==> src/cexs_defines.vh <==
// constants and field layout of the cpu exception sequencer
`ifndef CEXS_DEFINES_VH
`define CEXS_DEFINES_VH

// address map of the 64k page
`define CEXS_HOLE_LO 16'h8000
`define CEXS_HOLE_HI 16'hF67F
`define CEXS_RAM_LO 16'hF680
`define CEXS_RAM_HI 16'hFE7F
`define CEXS_REGF_LO 16'hFE80

// access kinds from the core
`define CEXS_ACC_FETCH 2'h0
`define CEXS_ACC_BYTE 2'h1
`define CEXS_ACC_WORD 2'h2

// exception kinds on exc_kind_o
`define CEXS_K_NONE 4'h0
`define CEXS_K_ADDR 4'h1
`define CEXS_K_INV 4'h2
`define CEXS_K_ZDIV 4'h3
`define CEXS_K_VTRAP 4'h4
`define CEXS_K_OVTRAP 4'h5
`define CEXS_K_TRACE 4'h6
`define CEXS_K_NMI 4'h7
`define CEXS_K_IRQ 4'h8

// register byte offsets
`define CEXS_R_CTRL 8'h00
`define CEXS_R_RAMCTL 8'h04
`define CEXS_R_PRIO0 8'h08
`define CEXS_R_PRIO1 8'h0C
`define CEXS_R_XFEREN 8'h10
`define CEXS_R_STAT 8'h14

// field positions and reset values
`define CEXS_B_SCHIP 0
`define CEXS_B_NMIRISE 1
`define CEXS_B_RAMEN 0
`define CEXS_CTRL_RST 32'h0000_0001
`define CEXS_RAMCTL_RST 32'h0000_0001
`define CEXS_MASK_RST 3'h7
`define CEXS_NMI_MASK 3'h7
`define CEXS_RESP_OK 2'h0
`define CEXS_RESP_ERR 2'h2

`endif

==> src/cexs_addr_chk.v <==
// address error decode for one core access
`timescale 1ns/1ps
`include "cexs_defines.vh"
module cexs_addr_chk (
  input wire [15:0] addr_i,
  input wire [1:0] kind_i,
  input wire single_chip_i,
  input wire ram_en_i,
  output wire err_o
);
  wire is_fetch;
  wire in_hole;
  wire in_ram;
  wire in_regf;
  wire odd_word;

  // range decode; the hole also catches the prefetch past the last rom bytes
  assign is_fetch = (kind_i == `CEXS_ACC_FETCH);
  assign in_hole = (addr_i >= `CEXS_HOLE_LO) && (addr_i <= `CEXS_HOLE_HI);
  assign in_ram = (addr_i >= `CEXS_RAM_LO) && (addr_i <= `CEXS_RAM_HI);
  assign in_regf = (addr_i >= `CEXS_REGF_LO);
  assign odd_word = (kind_i == `CEXS_ACC_WORD) && addr_i[0];

  // fault sources ored together
  assign err_o = (single_chip_i & in_hole) |
                 (single_chip_i & in_ram & ~ram_en_i) |
                 odd_word |
                 (is_fetch & in_regf);
endmodule // cexs_addr_chk

==> src/cexs_seq.v <==
// cpu exception sequencer: fault capture, interrupt arbitration, dispatch
//
// Register access over AXI4-Lite and the address map were left to the implementer.
`timescale 1ns/1ps
`include "cexs_defines.vh"
module cexs_seq #(
  parameter NINT = 23,
  parameter NSRC = 29
) (
  input wire clk_i,
  input wire resetn_i,
  // axi4-lite slave
  input wire [7:0] s_axi_awaddr_i,
  input wire s_axi_awvalid_i,
  output reg s_axi_awready_o,
  input wire [31:0] s_axi_wdata_i,
  input wire [3:0] s_axi_wstrb_i,
  input wire s_axi_wvalid_i,
  output reg s_axi_wready_o,
  output reg [1:0] s_axi_bresp_o,
  output reg s_axi_bvalid_o,
  input wire s_axi_bready_i,
  input wire [7:0] s_axi_araddr_i,
  input wire s_axi_arvalid_i,
  output reg s_axi_arready_o,
  output reg [31:0] s_axi_rdata_o,
  output reg [1:0] s_axi_rresp_o,
  output reg s_axi_rvalid_o,
  input wire s_axi_rready_i,
  // request pins and on-chip requests
  input wire nmi_i,
  input wire [5:0] ext_req_n_i,
  input wire [NINT-1:0] int_req_i,
  // core side
  input wire acc_valid_i,
  input wire [15:0] acc_addr_i,
  input wire [1:0] acc_kind_i,
  input wire insn_done_i,
  input wire insn_ctrl_op_i,
  input wire insn_invalid_i,
  input wire insn_vtrap_i,
  input wire [3:0] insn_vtrap_num_i,
  input wire insn_ovtrap_i,
  input wire ovf_flag_i,
  input wire insn_divu_i,
  input wire divisor_zero_i,
  input wire boundary_i,
  input wire exc_done_i,
  input wire sr_load_i,
  input wire sr_trace_i,
  input wire [2:0] sr_mask_i,
  output reg exc_start_o,
  output reg [3:0] exc_kind_o,
  output reg [4:0] exc_vec_o,
  output reg push_trace_o,
  output reg trace_bit_o,
  output reg [2:0] mask_level_o,
  output reg cpu_halt_o,
  // block transfer unit
  output reg xfer_start_o,
  output reg [4:0] xfer_src_o,
  input wire xfer_done_i
);
  ////////////////////////////////////////////////////////////////////
  // registers reached over the bus
  reg [31:0] ctrl_ff;
  reg [31:0] ramctl_ff;
  reg [31:0] prio0_ff;
  reg [31:0] prio1_ff;
  reg [31:0] xferen_ff;
  reg aw_ok_ff;
  reg w_ok_ff;
  reg [7:0] aw_addr_ff;
  reg [31:0] w_data_ff;
  reg [3:0] w_strb_ff;
  wire do_wr;
  wire ar_hs;
  reg [31:0] nxt_rdata;
  reg nxt_rerr;
  wire [31:0] stat_word;

  // merge write data under byte strobes
  function [31:0] merge;
    input [31:0] old;
    input [31:0] din;
    input [3:0] strb;
    integer b;
    begin
      merge = old;
      for (b = 0; b < 4; b = b + 1) begin
        if (strb[b]) begin
          merge[b*8 +: 8] = din[b*8 +: 8];
        end
      end
    end
  endfunction

  assign do_wr = aw_ok_ff & w_ok_ff & ~s_axi_bvalid_o;
  assign ar_hs = s_axi_arvalid_i & s_axi_arready_o;

  // write channels taken in either order, response once both are in
  always @(posedge clk_i or negedge resetn_i) begin
    if (!resetn_i) begin
      aw_ok_ff <= 1'b0;
      w_ok_ff <= 1'b0;
      aw_addr_ff <= 8'h00;
      w_data_ff <= 32'h0000_0000;
      w_strb_ff <= 4'h0;
      s_axi_awready_o <= 1'b1;
      s_axi_wready_o <= 1'b1;
      s_axi_bvalid_o <= 1'b0;
      s_axi_bresp_o <= `CEXS_RESP_OK;
      ctrl_ff <= `CEXS_CTRL_RST;
      ramctl_ff <= `CEXS_RAMCTL_RST;
      prio0_ff <= 32'h0000_0000;
      prio1_ff <= 32'h0000_0000;
      xferen_ff <= 32'h0000_0000;
    end else begin
      if (s_axi_awvalid_i && s_axi_awready_o) begin
        aw_ok_ff <= 1'b1;
        aw_addr_ff <= s_axi_awaddr_i;
        s_axi_awready_o <= 1'b0;
      end
      if (s_axi_wvalid_i && s_axi_wready_o) begin
        w_ok_ff <= 1'b1;
        w_data_ff <= s_axi_wdata_i;
        w_strb_ff <= s_axi_wstrb_i;
        s_axi_wready_o <= 1'b0;
      end
      if (do_wr) begin
        s_axi_bvalid_o <= 1'b1;
        s_axi_bresp_o <= `CEXS_RESP_OK;
        case (aw_addr_ff)
          `CEXS_R_CTRL: ctrl_ff <= merge(ctrl_ff, w_data_ff, w_strb_ff);
          `CEXS_R_RAMCTL: ramctl_ff <= merge(ramctl_ff, w_data_ff, w_strb_ff);
          `CEXS_R_PRIO0: prio0_ff <= merge(prio0_ff, w_data_ff, w_strb_ff);
          `CEXS_R_PRIO1: prio1_ff <= merge(prio1_ff, w_data_ff, w_strb_ff);
          `CEXS_R_XFEREN: xferen_ff <= merge(xferen_ff, w_data_ff, w_strb_ff);
          `CEXS_R_STAT: s_axi_bresp_o <= `CEXS_RESP_OK;
          default: s_axi_bresp_o <= `CEXS_RESP_ERR;
        endcase
      end
      if (s_axi_bvalid_o && s_axi_bready_i) begin
        s_axi_bvalid_o <= 1'b0;
        aw_ok_ff <= 1'b0;
        w_ok_ff <= 1'b0;
        s_axi_awready_o <= 1'b1;
        s_axi_wready_o <= 1'b1;
      end
    end
  end

  // read decode
  always @* begin
    nxt_rerr = 1'b0;
    case (s_axi_araddr_i)
      `CEXS_R_CTRL: nxt_rdata = ctrl_ff;
      `CEXS_R_RAMCTL: nxt_rdata = ramctl_ff;
      `CEXS_R_PRIO0: nxt_rdata = prio0_ff;
      `CEXS_R_PRIO1: nxt_rdata = prio1_ff;
      `CEXS_R_XFEREN: nxt_rdata = xferen_ff;
      `CEXS_R_STAT: nxt_rdata = stat_word;
      default: begin
        nxt_rdata = 32'h0000_0000;
        nxt_rerr = 1'b1;
      end
    endcase
  end

  // one read at a time; arready drops while the answer waits
  always @(posedge clk_i or negedge resetn_i) begin
    if (!resetn_i) begin
      s_axi_arready_o <= 1'b1;
      s_axi_rvalid_o <= 1'b0;
      s_axi_rdata_o <= 32'h0000_0000;
      s_axi_rresp_o <= `CEXS_RESP_OK;
    end else if (ar_hs) begin
      s_axi_arready_o <= 1'b0;
      s_axi_rvalid_o <= 1'b1;
      s_axi_rdata_o <= nxt_rdata;
      s_axi_rresp_o <= nxt_rerr ? `CEXS_RESP_ERR : `CEXS_RESP_OK;
    end else if (s_axi_rvalid_o && s_axi_rready_i) begin
      s_axi_rvalid_o <= 1'b0;
      s_axi_arready_o <= 1'b1;
    end
  end

  ////////////////////////////////////////////////////////////////////
  // pin synchronisers: three stages, change taken when stages 2 and 3 agree
  reg [6:0] pin_s1_ff;
  reg [6:0] pin_s2_ff;
  reg [6:0] pin_s3_ff;
  reg [6:0] pin_ff;
  reg nmi_prev_ff;
  wire nmi_edge;

  always @(posedge clk_i or negedge resetn_i) begin
    if (!resetn_i) begin
      pin_s1_ff <= 7'h7E;
      pin_s2_ff <= 7'h7E;
      pin_s3_ff <= 7'h7E;
      pin_ff <= 7'h7E;
      nmi_prev_ff <= 1'b0;
    end else begin
      pin_s1_ff <= {ext_req_n_i, nmi_i};
      pin_s2_ff <= pin_s1_ff;
      pin_s3_ff <= pin_s2_ff;
      pin_ff <= (pin_s2_ff & pin_s3_ff) | (pin_ff & (pin_s2_ff ^ pin_s3_ff));
      nmi_prev_ff <= pin_ff[0];
    end
  end

  // nonmaskable input is edge sensed, edge chosen by software
  assign nmi_edge = ctrl_ff[`CEXS_B_NMIRISE] ? (pin_ff[0] & ~nmi_prev_ff) : (~pin_ff[0] & nmi_prev_ff);

  ////////////////////////////////////////////////////////////////////
  // per-source level lookup and arbitration
  wire [NSRC-1:0] req;
  wire [NSRC*3-1:0] lvl_flat;
  wire [63:0] prio_all;
  reg [2:0] mask_ff;
  reg [4:0] win_idx;
  reg [2:0] win_lvl;
  reg win_ok;
  integer k;

  assign req = {int_req_i, ~pin_ff[6:1]};
  assign prio_all = {prio1_ff, prio0_ff};

  // group map: 0,1 alone, 2/3 and 4/5 paired, internals three to a module
  genvar gi;
  generate
    for (gi = 0; gi < NSRC; gi = gi + 1) begin : g_lvl
      localparam GRP = (gi < 2) ? gi : (gi < 4) ? 2 : (gi < 6) ? 3 : 4 + (gi - 6) / 3;
      assign lvl_flat[gi*3 +: 3] = prio_all[GRP*4 +: 3];
    end
  endgenerate

  // highest level above the mask wins, lowest index breaks ties
  always @* begin
    win_idx = 5'h00;
    win_lvl = 3'h0;
    win_ok = 1'b0;
    for (k = 0; k < NSRC; k = k + 1) begin
      if (req[k] && (lvl_flat[k*3 +: 3] > mask_ff) && (!win_ok || lvl_flat[k*3 +: 3] > win_lvl)) begin
        win_ok = 1'b1;
        win_lvl = lvl_flat[k*3 +: 3];
        win_idx = k[4:0];
      end
    end
  end

  ////////////////////////////////////////////////////////////////////
  // fault capture and pending exceptions
  wire acc_err;
  reg trace_ff;
  reg ae_pend_ff;
  reg sw_pend_ff;
  reg [3:0] sw_kind_ff;
  reg [3:0] sw_num_ff;
  reg trace_pend_ff;
  reg nmi_pend_ff;
  reg block_ff;
  reg busy_ff;
  reg xfer_ff;
  wire svc_ok;
  wire sw_evt;
  reg [3:0] sw_kind_evt;

  cexs_addr_chk u_addr_chk (
    .addr_i(acc_addr_i),
    .kind_i(acc_kind_i),
    .single_chip_i(ctrl_ff[`CEXS_B_SCHIP]),
    .ram_en_i(ramctl_ff[`CEXS_B_RAMEN]),
    .err_o(acc_err)
  );

  // instruction-raised exceptions; one per instruction at most
  always @* begin
    if (insn_invalid_i) begin
      sw_kind_evt = `CEXS_K_INV;
    end else if (insn_divu_i && divisor_zero_i) begin
      sw_kind_evt = `CEXS_K_ZDIV;
    end else if (insn_vtrap_i) begin
      sw_kind_evt = `CEXS_K_VTRAP;
    end else if (insn_ovtrap_i && ovf_flag_i) begin
      sw_kind_evt = `CEXS_K_OVTRAP;
    end else begin
      sw_kind_evt = `CEXS_K_NONE;
    end
  end
  assign sw_evt = insn_done_i && (sw_kind_evt != `CEXS_K_NONE);

  // only at a boundary, never while deferred, busy or halted for a transfer
  assign svc_ok = boundary_i & ~block_ff & ~busy_ff & ~xfer_ff & ~exc_start_o & ~xfer_start_o;

  ////////////////////////////////////////////////////////////////////
  // dispatch: one exception per boundary, fixed precedence
  reg [3:0] nxt_kind;
  reg [4:0] nxt_vec;
  reg nxt_go;
  reg nxt_xfer;

  always @* begin
    nxt_kind = `CEXS_K_NONE;
    nxt_vec = 5'h00;
    nxt_go = 1'b0;
    nxt_xfer = 1'b0;
    if (svc_ok) begin
      if (ae_pend_ff) begin
        nxt_kind = `CEXS_K_ADDR;
        nxt_go = 1'b1;
      end else if (sw_pend_ff) begin
        nxt_kind = sw_kind_ff;
        nxt_vec = {1'b0, sw_num_ff};
        nxt_go = 1'b1;
      end else if (trace_pend_ff) begin
        nxt_kind = `CEXS_K_TRACE;
        nxt_go = 1'b1;
      end else if (nmi_pend_ff) begin
        nxt_kind = `CEXS_K_NMI;
        nxt_go = 1'b1;
      end else if (win_ok) begin
        nxt_vec = win_idx;
        if (xferen_ff[win_idx]) begin
          nxt_xfer = 1'b1;
        end else begin
          nxt_kind = `CEXS_K_IRQ;
          nxt_go = 1'b1;
        end
      end
    end
  end

  // pending flags: a new event wins over the clear in the same cycle
  always @(posedge clk_i or negedge resetn_i) begin
    if (!resetn_i) begin
      ae_pend_ff <= 1'b0;
      sw_pend_ff <= 1'b0;
      sw_kind_ff <= `CEXS_K_NONE;
      sw_num_ff <= 4'h0;
      trace_pend_ff <= 1'b0;
      nmi_pend_ff <= 1'b0;
    end else begin
      if (acc_valid_i && acc_err) begin
        ae_pend_ff <= 1'b1;
      end else if (nxt_kind == `CEXS_K_ADDR) begin
        ae_pend_ff <= 1'b0;
      end
      if (sw_evt) begin
        sw_pend_ff <= 1'b1;
        sw_kind_ff <= sw_kind_evt;
        sw_num_ff <= insn_vtrap_i ? insn_vtrap_num_i : 4'h0;
      end else if (nxt_go && (nxt_kind == sw_kind_ff) && sw_pend_ff) begin
        sw_pend_ff <= 1'b0;
      end
      if (insn_done_i && trace_ff) begin
        trace_pend_ff <= 1'b1;
      end else if (nxt_kind == `CEXS_K_TRACE || nxt_kind == `CEXS_K_ADDR) begin
        trace_pend_ff <= 1'b0;
      end
      if (nmi_edge) begin
        nmi_pend_ff <= 1'b1;
      end else if (nxt_kind == `CEXS_K_NMI) begin
        nmi_pend_ff <= 1'b0;
      end
    end
  end

  // deferral: reset, control ops and transfer ends block until an ordinary instruction runs
  always @(posedge clk_i or negedge resetn_i) begin
    if (!resetn_i) begin
      block_ff <= 1'b1;
    end else if (xfer_ff && xfer_done_i) begin
      block_ff <= 1'b1;
    end else if (insn_done_i) begin
      block_ff <= insn_ctrl_op_i;
    end
  end

  // status word: every sequence clears trace; only interrupts move the mask
  always @(posedge clk_i or negedge resetn_i) begin
    if (!resetn_i) begin
      trace_ff <= 1'b0;
      mask_ff <= `CEXS_MASK_RST;
    end else if (nxt_go) begin
      trace_ff <= 1'b0;
      if (nxt_kind == `CEXS_K_IRQ) begin
        mask_ff <= win_lvl;
      end else if (nxt_kind == `CEXS_K_NMI) begin
        mask_ff <= `CEXS_NMI_MASK;
      end
    end else if (sr_load_i) begin
      trace_ff <= sr_trace_i;
      mask_ff <= sr_mask_i;
    end
  end

  // sequence and transfer tracking
  always @(posedge clk_i or negedge resetn_i) begin
    if (!resetn_i) begin
      busy_ff <= 1'b0;
      xfer_ff <= 1'b0;
    end else begin
      if (nxt_go) begin
        busy_ff <= 1'b1;
      end else if (exc_done_i) begin
        busy_ff <= 1'b0;
      end
      if (nxt_xfer) begin
        xfer_ff <= 1'b1;
      end else if (xfer_done_i) begin
        xfer_ff <= 1'b0;
      end
    end
  end

  // core and transfer-unit outputs, all registered
  always @(posedge clk_i or negedge resetn_i) begin
    if (!resetn_i) begin
      exc_start_o <= 1'b0;
      exc_kind_o <= `CEXS_K_NONE;
      exc_vec_o <= 5'h00;
      push_trace_o <= 1'b0;
      trace_bit_o <= 1'b0;
      mask_level_o <= `CEXS_MASK_RST;
      cpu_halt_o <= 1'b0;
      xfer_start_o <= 1'b0;
      xfer_src_o <= 5'h00;
    end else begin
      exc_start_o <= nxt_go;
      if (nxt_go) begin
        exc_kind_o <= nxt_kind;
        exc_vec_o <= nxt_vec;
        // a trace entry always pushes the bit set, even right after a trap cleared it
        push_trace_o <= trace_ff | (nxt_kind == `CEXS_K_TRACE);
      end
      trace_bit_o <= nxt_go ? 1'b0 : (sr_load_i ? sr_trace_i : trace_ff);
      mask_level_o <= nxt_go ? ((nxt_kind == `CEXS_K_IRQ) ? win_lvl :
                      (nxt_kind == `CEXS_K_NMI) ? `CEXS_NMI_MASK : mask_ff) :
                      (sr_load_i ? sr_mask_i : mask_ff);
      cpu_halt_o <= nxt_xfer | (xfer_ff & ~xfer_done_i);
      xfer_start_o <= nxt_xfer;
      if (nxt_xfer) begin
        xfer_src_o <= nxt_vec;
      end
    end
  end

  // status seen by software
  assign stat_word = {17'h0_0000, xfer_ff, busy_ff, block_ff, nmi_pend_ff, trace_pend_ff,
                      sw_pend_ff, ae_pend_ff, 4'h0, mask_ff, trace_ff};
endmodule // cexs_seq

==> config.mk <==
export PLATFORM = sky130hd
export DESIGN_NAME = cexs_seq
export DESIGN_NICKNAME = d
export VERILOG_FILES = /design/src/cexs_addr_chk.v /design/src/cexs_seq.v
export VERILOG_INCLUDE_DIRS = /design/src
export SDC_FILE = /design/constraint.sdc
export NUM_CORES = 1
export LEC_CHECK = 0
export BUFFER_PORTS_ARGS = -buffer_cell sky130_fd_sc_hd__buf_4
export CORE_AREA = 2 2 234 236
export DETAILED_ROUTE_END_ITERATION = 10
export DIE_AREA = 0 0 236 238
export SLEW_MARGIN = 5
export SYNTH_ARGS = -nofsm -noshare
export SYNTH_HDL_FRONTEND = slang
export SYNTH_HIERARCHICAL = 1
export SYNTH_SLANG_ARGS = --single-unit
==> constraint.sdc <==
create_clock -name clk_i -period 53.4 [get_ports clk_i]
set_input_delay 10.68 -clock clk_i [delete_from_list [all_inputs] [get_ports clk_i]]
set_output_delay 10.68 -clock clk_i [all_outputs]
set_load 0.01 [all_outputs]
After elaboration in Yosys (flattened, before gate mapping)
Index checks and enable logic that the tools add are counted.
{"block": "word_totals", "reg_bits": 313, "inputBits": 128, "output_inout_bits": 63}
{"block": "classes", "n_lt_le_gt_ge": 46, "eq_ne": 17, "muxes": 158, "n_bitwise": 35, "reduce_logical": 168}
{"operator": "$pmux 32 s6", "count": 1}
{"operator": "$mux 5", "count": 33}
{"operator": "$gt 3x3->1", "count": 40}
{"operator": "$mux 3", "count": 37}
{"operator": "$mux 1", "count": 76}
{"operator": "$logic_and 1x1->1", "count": 72}
{"operator": "$reduce_and 3->1", "count": 20}
{"operator": "$ge 16x16->1 const B", "count": 3}
{"operator": "$eq 8x4->1 const B", "count": 4}
{"operator": "$eq 8x5->1 const B", "count": 4}
{"operator": "$le 16x16->1 const B", "count": 2}
{"operator": "$mux 4", "count": 8}
{"operator": "$logic_or 1x1->1", "count": 29}
{"operator": "$logic_not 1->1", "count": 28}
{"operator": "$reduce_bool 2->1", "count": 12}
{"operator": "$eq 8x3->1 const B", "count": 2}
{"operator": "$logic_not 8->1", "count": 2}
{"operator": "$and 1x1->1", "count": 15}
{"operator": "$and 7x7->7", "count": 2}
{"operator": "$reduce_or 6->1", "count": 2}
{"operator": "$not 1->1", "count": 10}
{"operator": "$eq 4x3->1 const B", "count": 2}
{"operator": "$or 7x7->7", "count": 1}
{"operator": "$xor 7x7->7", "count": 1}
{"operator": "13 further kinds", "count": 18}

Depth between registers and ports, before layout
{"block": "depth", "word_depth": 129, "depth_mapped": 254, "depth_no_buf": 247}

Modules after synthesis
The synthesis kept the hierarchy.
{"mod": "cexs_seq", "instances": 1, "cells_each": 1763, "area_per_inst_um2": 18489.0, "seq_area_each_um2": 7798.7}
{"mod": "cexs_addr_chk", "instances": 1, "cells_each": 10, "area_per_inst_um2": 68.8, "seq_area_each_um2": 0.0}

Worst setup path after synthesis
OpenSTA, ideal clock, no wires.
{"block": "synth_path", "kind": "input -> register", "start": "input int_req_i[0]", "end": "register exc_vec_o[4]", "t_arrival_ps": 43306, "slack_ps": 9969, "cell_stages": 182, "path_cell_list": "and2_1 o21ai_0 clkbuf_1 nor2_1 a21oi_1 inv_1 ha_1 a21oi_1 a21oi_1 a2bb2oi_1 a21oi_1 o21bai_1 mux2i_1 ha_1 a21oi_1 a311oi_1 o21a_1 buf_2 [146 not listed] a31oi_1 o211a_1 clkinv_1 mux2_2 ha_1 a21oi_1 a31oi_1 o211ai_1 clkbuf_1 nand2_1 a21oi_2 mux2i_1 nand3_1 and3_1 a21oi_4 o21bai_4 buf_6 mux2_4"}
{"block": "synth_between", "elab_chain_cells": 100, "elab_cells_between_ends": 173, "classes_between": "order compare: 22; mux: 83; reduce/logical: 68"}
{"item": "from (decl)", "line": "cexs_seq.v:33", "rtl": "input wire [NINT-1:0] int_req_i,"}
{"item": "$logic_and 1x1->1 * (2 in series)", "line": "cexs_seq.v:245", "rtl": "if (req[k] && (lvl_flat[k*3 +: 3] > mask_ff) && (!win_ok || lvl_flat[k*3 +: 3] > win_lvl)) begin"}
{"item": "$mux 3 or $mux 1 (tied branches)", "line": "cexs_seq.v:245"}
{"item": "$gt 3x3->1 or $logic_not 1->1 (tied branches)", "line": "cexs_seq.v:245"}
{"item": "$logic_or 1x1->1", "line": "cexs_seq.v:245"}
{"item": "$logic_and 1x1->1", "line": "cexs_seq.v:245"}
{"item": "$mux 3 or $mux 1 (tied branches)", "line": "cexs_seq.v:245"}
{"item": "$gt 3x3->1 or $logic_not 1->1 (tied branches)", "line": "cexs_seq.v:245"}
{"item": "$logic_or 1x1->1", "line": "cexs_seq.v:245"}
{"item": "[83 not listed]"}
{"item": "$mux 1 (not written as such)", "line": "cexs_seq.v:325", "rtl": "if (xferen_ff[win_idx]) begin"}
{"item": "$mux 1", "line": "cexs_seq.v:325"}
{"item": "$mux 1", "line": "cexs_seq.v:323", "rtl": "end else if (win_ok) begin"}
{"item": "$mux 1", "line": "cexs_seq.v:320", "rtl": "end else if (nmi_pend_ff) begin"}
{"item": "$mux 1", "line": "cexs_seq.v:317", "rtl": "end else if (trace_pend_ff) begin"}
{"item": "$mux 1", "line": "cexs_seq.v:313", "rtl": "end else if (sw_pend_ff) begin"}
{"item": "$mux 1", "line": "cexs_seq.v:310", "rtl": "if (ae_pend_ff) begin"}
{"item": "$mux 1", "line": "cexs_seq.v:309", "rtl": "if (svc_ok) begin"}
{"item": "to (signal assigned)", "line": "cexs_seq.v:434", "rtl": "exc_vec_o <= nxt_vec;"}
{"item": "to (decl)", "line": "cexs_seq.v:54", "rtl": "output reg [4:0] exc_vec_o,"}
Every way passes the cells marked *; elsewhere a longest branch is shown, timed or not. The select of a mux whose other input is x is not followed.
A chain may end at the register's enable or synchronous reset.

Worst setup path after layout
{"block": "layout_path", "start": "input int_req_i[0]", "end": "register exc_vec_o[3]"}
The elaborated chain is that of the path after synthesis.

==> impl_metrics.yaml <==
critical_path:
  crit_start: "int_req_i[0]"
  critPathSlowestCell: "o211ai_1"
  slowest_delay_ns: 0.57
  cp-start-kind: "primary input"
  end_kind: "flip-flop"
  cp.arrival_ns: 49.35
  crit_fanout: 14
  reg2reg_from: "mask_level_o[2]"
  required_ns: 53.80
  reg2reg_depth: 230
  r2r_slack_ns: 4.52
  regToRegEndpoint: "exc_vec_o[3]"
  crit_type: "in -> reg"
  worst_path_most_repeated_cell: "a21oi_1"
sta:
  final.setup.tns_ns: 0
  fin_skew_ns: 0.01289
  worst_pin_slew_ns: 1.158
  maxSlewViolCount: 0
  fin_crit_sh_pct: 91.67
  hold_ws_ns: 0.3504
  relSlewSlack_pct: 22.17
  max_freq_mhz: 20.43
  fin_crit_ns: 48.95
  hold_viol_final: 0
  finalSetupViolations: 0
  rsz0062_at_grt: "false"
placed_design:
  place_congestion: 0.8764
  placed_area_um2: 20620
  placement.io_buffers: 182
  place_hpwl_mm: 40.04
cts:
  insertion_delay_ns: 0.53
  cts_tree: "yes"
  cts_made_buffers: 35
  cts_hold_buf: 0
  h-tree-depth: 2
  root_buffer: "clkbuf_16"
  cts_buffer_depth: 3
  post_cts_buffers: 0
  clk_pin_slew_ns: 0.06
  cts_resized: 0
  clock-sinks: 310
drt:
  drt-total-wl_mm: 54.24
  wl_per_cell_um: 20.42
  dr_total_vias: 14660
  via_per_inst: 5.518
  drc: 0
  drt_pre_antenna_iters: 7
  detail-route-antenna-nets: 0
  drtIter0Drc: 937
synth:
  ys_async_sr_fraction_pct: 100.0
  yosys-top-cells-count: "dfrtp_1, mux2_2, nand2_1"
  synth_top_area_share_pct: 37.35
  synth_top_family_by_area: "multiplexers"
  syn_area_per_cell_um2: 10.47
  yosys.area_share.adder_pct: 7.558
  synth-xor-area-share_pct: 0.09439
  synth-compound-area-share_pct: 17.46
  syn_area_um2: 18560
  synth_seq_area_share_pct: 42.02
  yosysMostFrequentCell: "dfrtp_1"
  synth_area_leaders: "dfrtp_1, mux2_2, ha_1"
  ys_ff_latch: 310
  synth_ff_type: "dfrtp_1"
  synth_cell_types: 92
  synthMuxAreaShare_pct: 18.68
  synth_warnings: 6
  synthCells: 1773
  synth_edf_count: 0
  synth_top_area_cell: "dfrtp_1"
  yosys.area_share.simple_pct: 10.46
power:
  switching_share_pct: 37.17
  power_frac_clock_pct: 27.7
  combPwrFrac_pct: 36.2
  p_seq_share_pct: 36.1
  power_switching_mw: 0.3365
  p_leak_nw: 10.30
  power.density_nw_per_um2: 41.48
  ir_drop_mv: 0.01769
  internal-power_mw: 0.5687
floorplan:
  start_util_pct: 34.69
  core-area_um2: 53500
  die_h_um: 238
  placementRows: 85
  io_pins: 191
  die_w_um: 236
  dieArea_um2: 56170
layout:
  area_growth_pct: 17.60
  fillers: 5165
  final_nets: 2173
  drive_above_1_share_pct: 29.32
  antenna_cells: 0
  final_area_um2: 21820
global_route:
  grt_pass1_wl_mm: 85.01
  grt_util_met2_pct: 32.32
  overflow: 0
  gr-max-usage-layer: "met2"
  grt_max_degree: 103
  grt_pass1_vias: 14910
  antenna_found_initial: 0
  gr-usage-met3_pct: 2.244
  gr-usage-all-layers_pct: 19.05
  use_met1_pct: 25.73
job:
  max_cap_violations: 0
min_path:
  hold_path_startpoint: "pin_s1_ff[0]"
  worst_hold_path.num_cells: 0
  min_to: "pin_s2_ff[0]"
  min_path_type: "reg -> reg"
status:
  status: "complete, no violations"
[stage by stage]
stage | setup WS [ns] | std cells | util (%) | power (mW)
after global placement | 5.060 | 2596 | 38.55 | 0.6442
final | 4.450 | 2657 | 40.80 | 0.9052
after global routing | 0.5323 | 2657 | 40.80 | 0.9627
after detailed placement | 4.343 | 2596 | 38.55 | 0.6555
after CTS | 4.757 | 2657 | 40.80 | 0.9106
after floorplan | 9.969 | 1774 | - | 0.5442
[how the worst max path moves through the flow]
stage | to | slack, ns | cells after the start
after floorplan | exc_vec_o[4] | 9.97 | 182
after global placement | exc_vec_o[1] | 5.06 | 183
after detailed placement | exc_vec_o[1] | 4.34 | 181
after CTS | exc_vec_o[3] | 4.76 | 181
after global routing | exc_vec_o[3] | 0.53 | 233
final | exc_vec_o[3] | 4.45 | 181
[cells by family (layout without fill, tap and decap cells)]
| logic type | count (synthesis) | after routing |
|---|---|---|
| compound gates | 463 | 463 |
| simple gates | 397 | 397 |
| mux | 312 | 312 |
| flops | 310 | 310 |
| buf+inv | 175 | 362 |
| fa+ha+maj | 113 | 113 |
| xor+xnor | 2 | 2 |
| other cells | 1 | 2 |
[cells in the final DEF (no fill, tap or decap), types with 33 or more instances in the layout]
master / instances
dfrtp_1: 277
mux2i_1: 57
nor2_1: 59
clkbuf_16: 37
buf_4: 193
dfstp_2: 33
a22o_1: 35
o21ai_0: 86
inv_1: 106
a21oi_1: 85
nand2_1: 154
ha_1: 108
a22oi_1: 43
mux2_2: 245
[power groups by stage]
stage / clock, mW / sequential, mW / combinational, mW
finish: 0.251 / 0.327 / 0.328
global placement: 0 / 0.327 / 0.317
global route: 0.267 / 0.333 / 0.363
CTS: 0.257 / 0.326 / 0.327
floorplan: 0 / 0.305 / 0.239
detailed placement: 0 / 0.330 / 0.325
[per-layer routing]
layer	part of all wire, %	routed length, um
met3	4.2	2282
met2	48	25940
met4	2.3	1245
met5	0	0
met1	46	24770
[critical path, delay by kind of cell]
family	cells	cell delay [ns]
AO/OA/AOI/OAI	74	15.86
adder cells (fa/ha/maj)	25	7.02
buffers and inverters	22	2.18
multiplexers	21	6.36
AND/OR/NAND/NOR	39	7.22
[sequential cells by signal (all words and copies together), names as in the netlist, 3 cells and up]
signal / cells
ramctl_ff: 32
xfer_src_o: 5
pin_s1_ff: 7
sw_kind_ff: 3
exc_vec_o: 5
prio0_ff: 32
xferen_ff: 32
aw_addr_ff: 8
s_axi_rdata_o: 32
exc_kind_o: 4
prio1_ff: 32
pin_s3_ff: 7
w_data_ff: 32
pin_ff: 7
ctrl_ff: 32
w_strb_ff: 4
sw_num_ff: 4
pin_s2_ff: 7
mask_level_o: 3
[area by class of cell]
cell class              count  area (um2)  area share [%]
clock inverters             9       136.4          0.6249
clock buffers              52        1062           4.868
repair buffers            194        1464           6.708
well taps                 696       870.8           3.990
inverters                 107       401.6           1.840
multi-input cells        1289       10090           46.23
flip-flops and latches    310        7799           35.74
No activity file was read; power rests on OpenSTA's default activity.
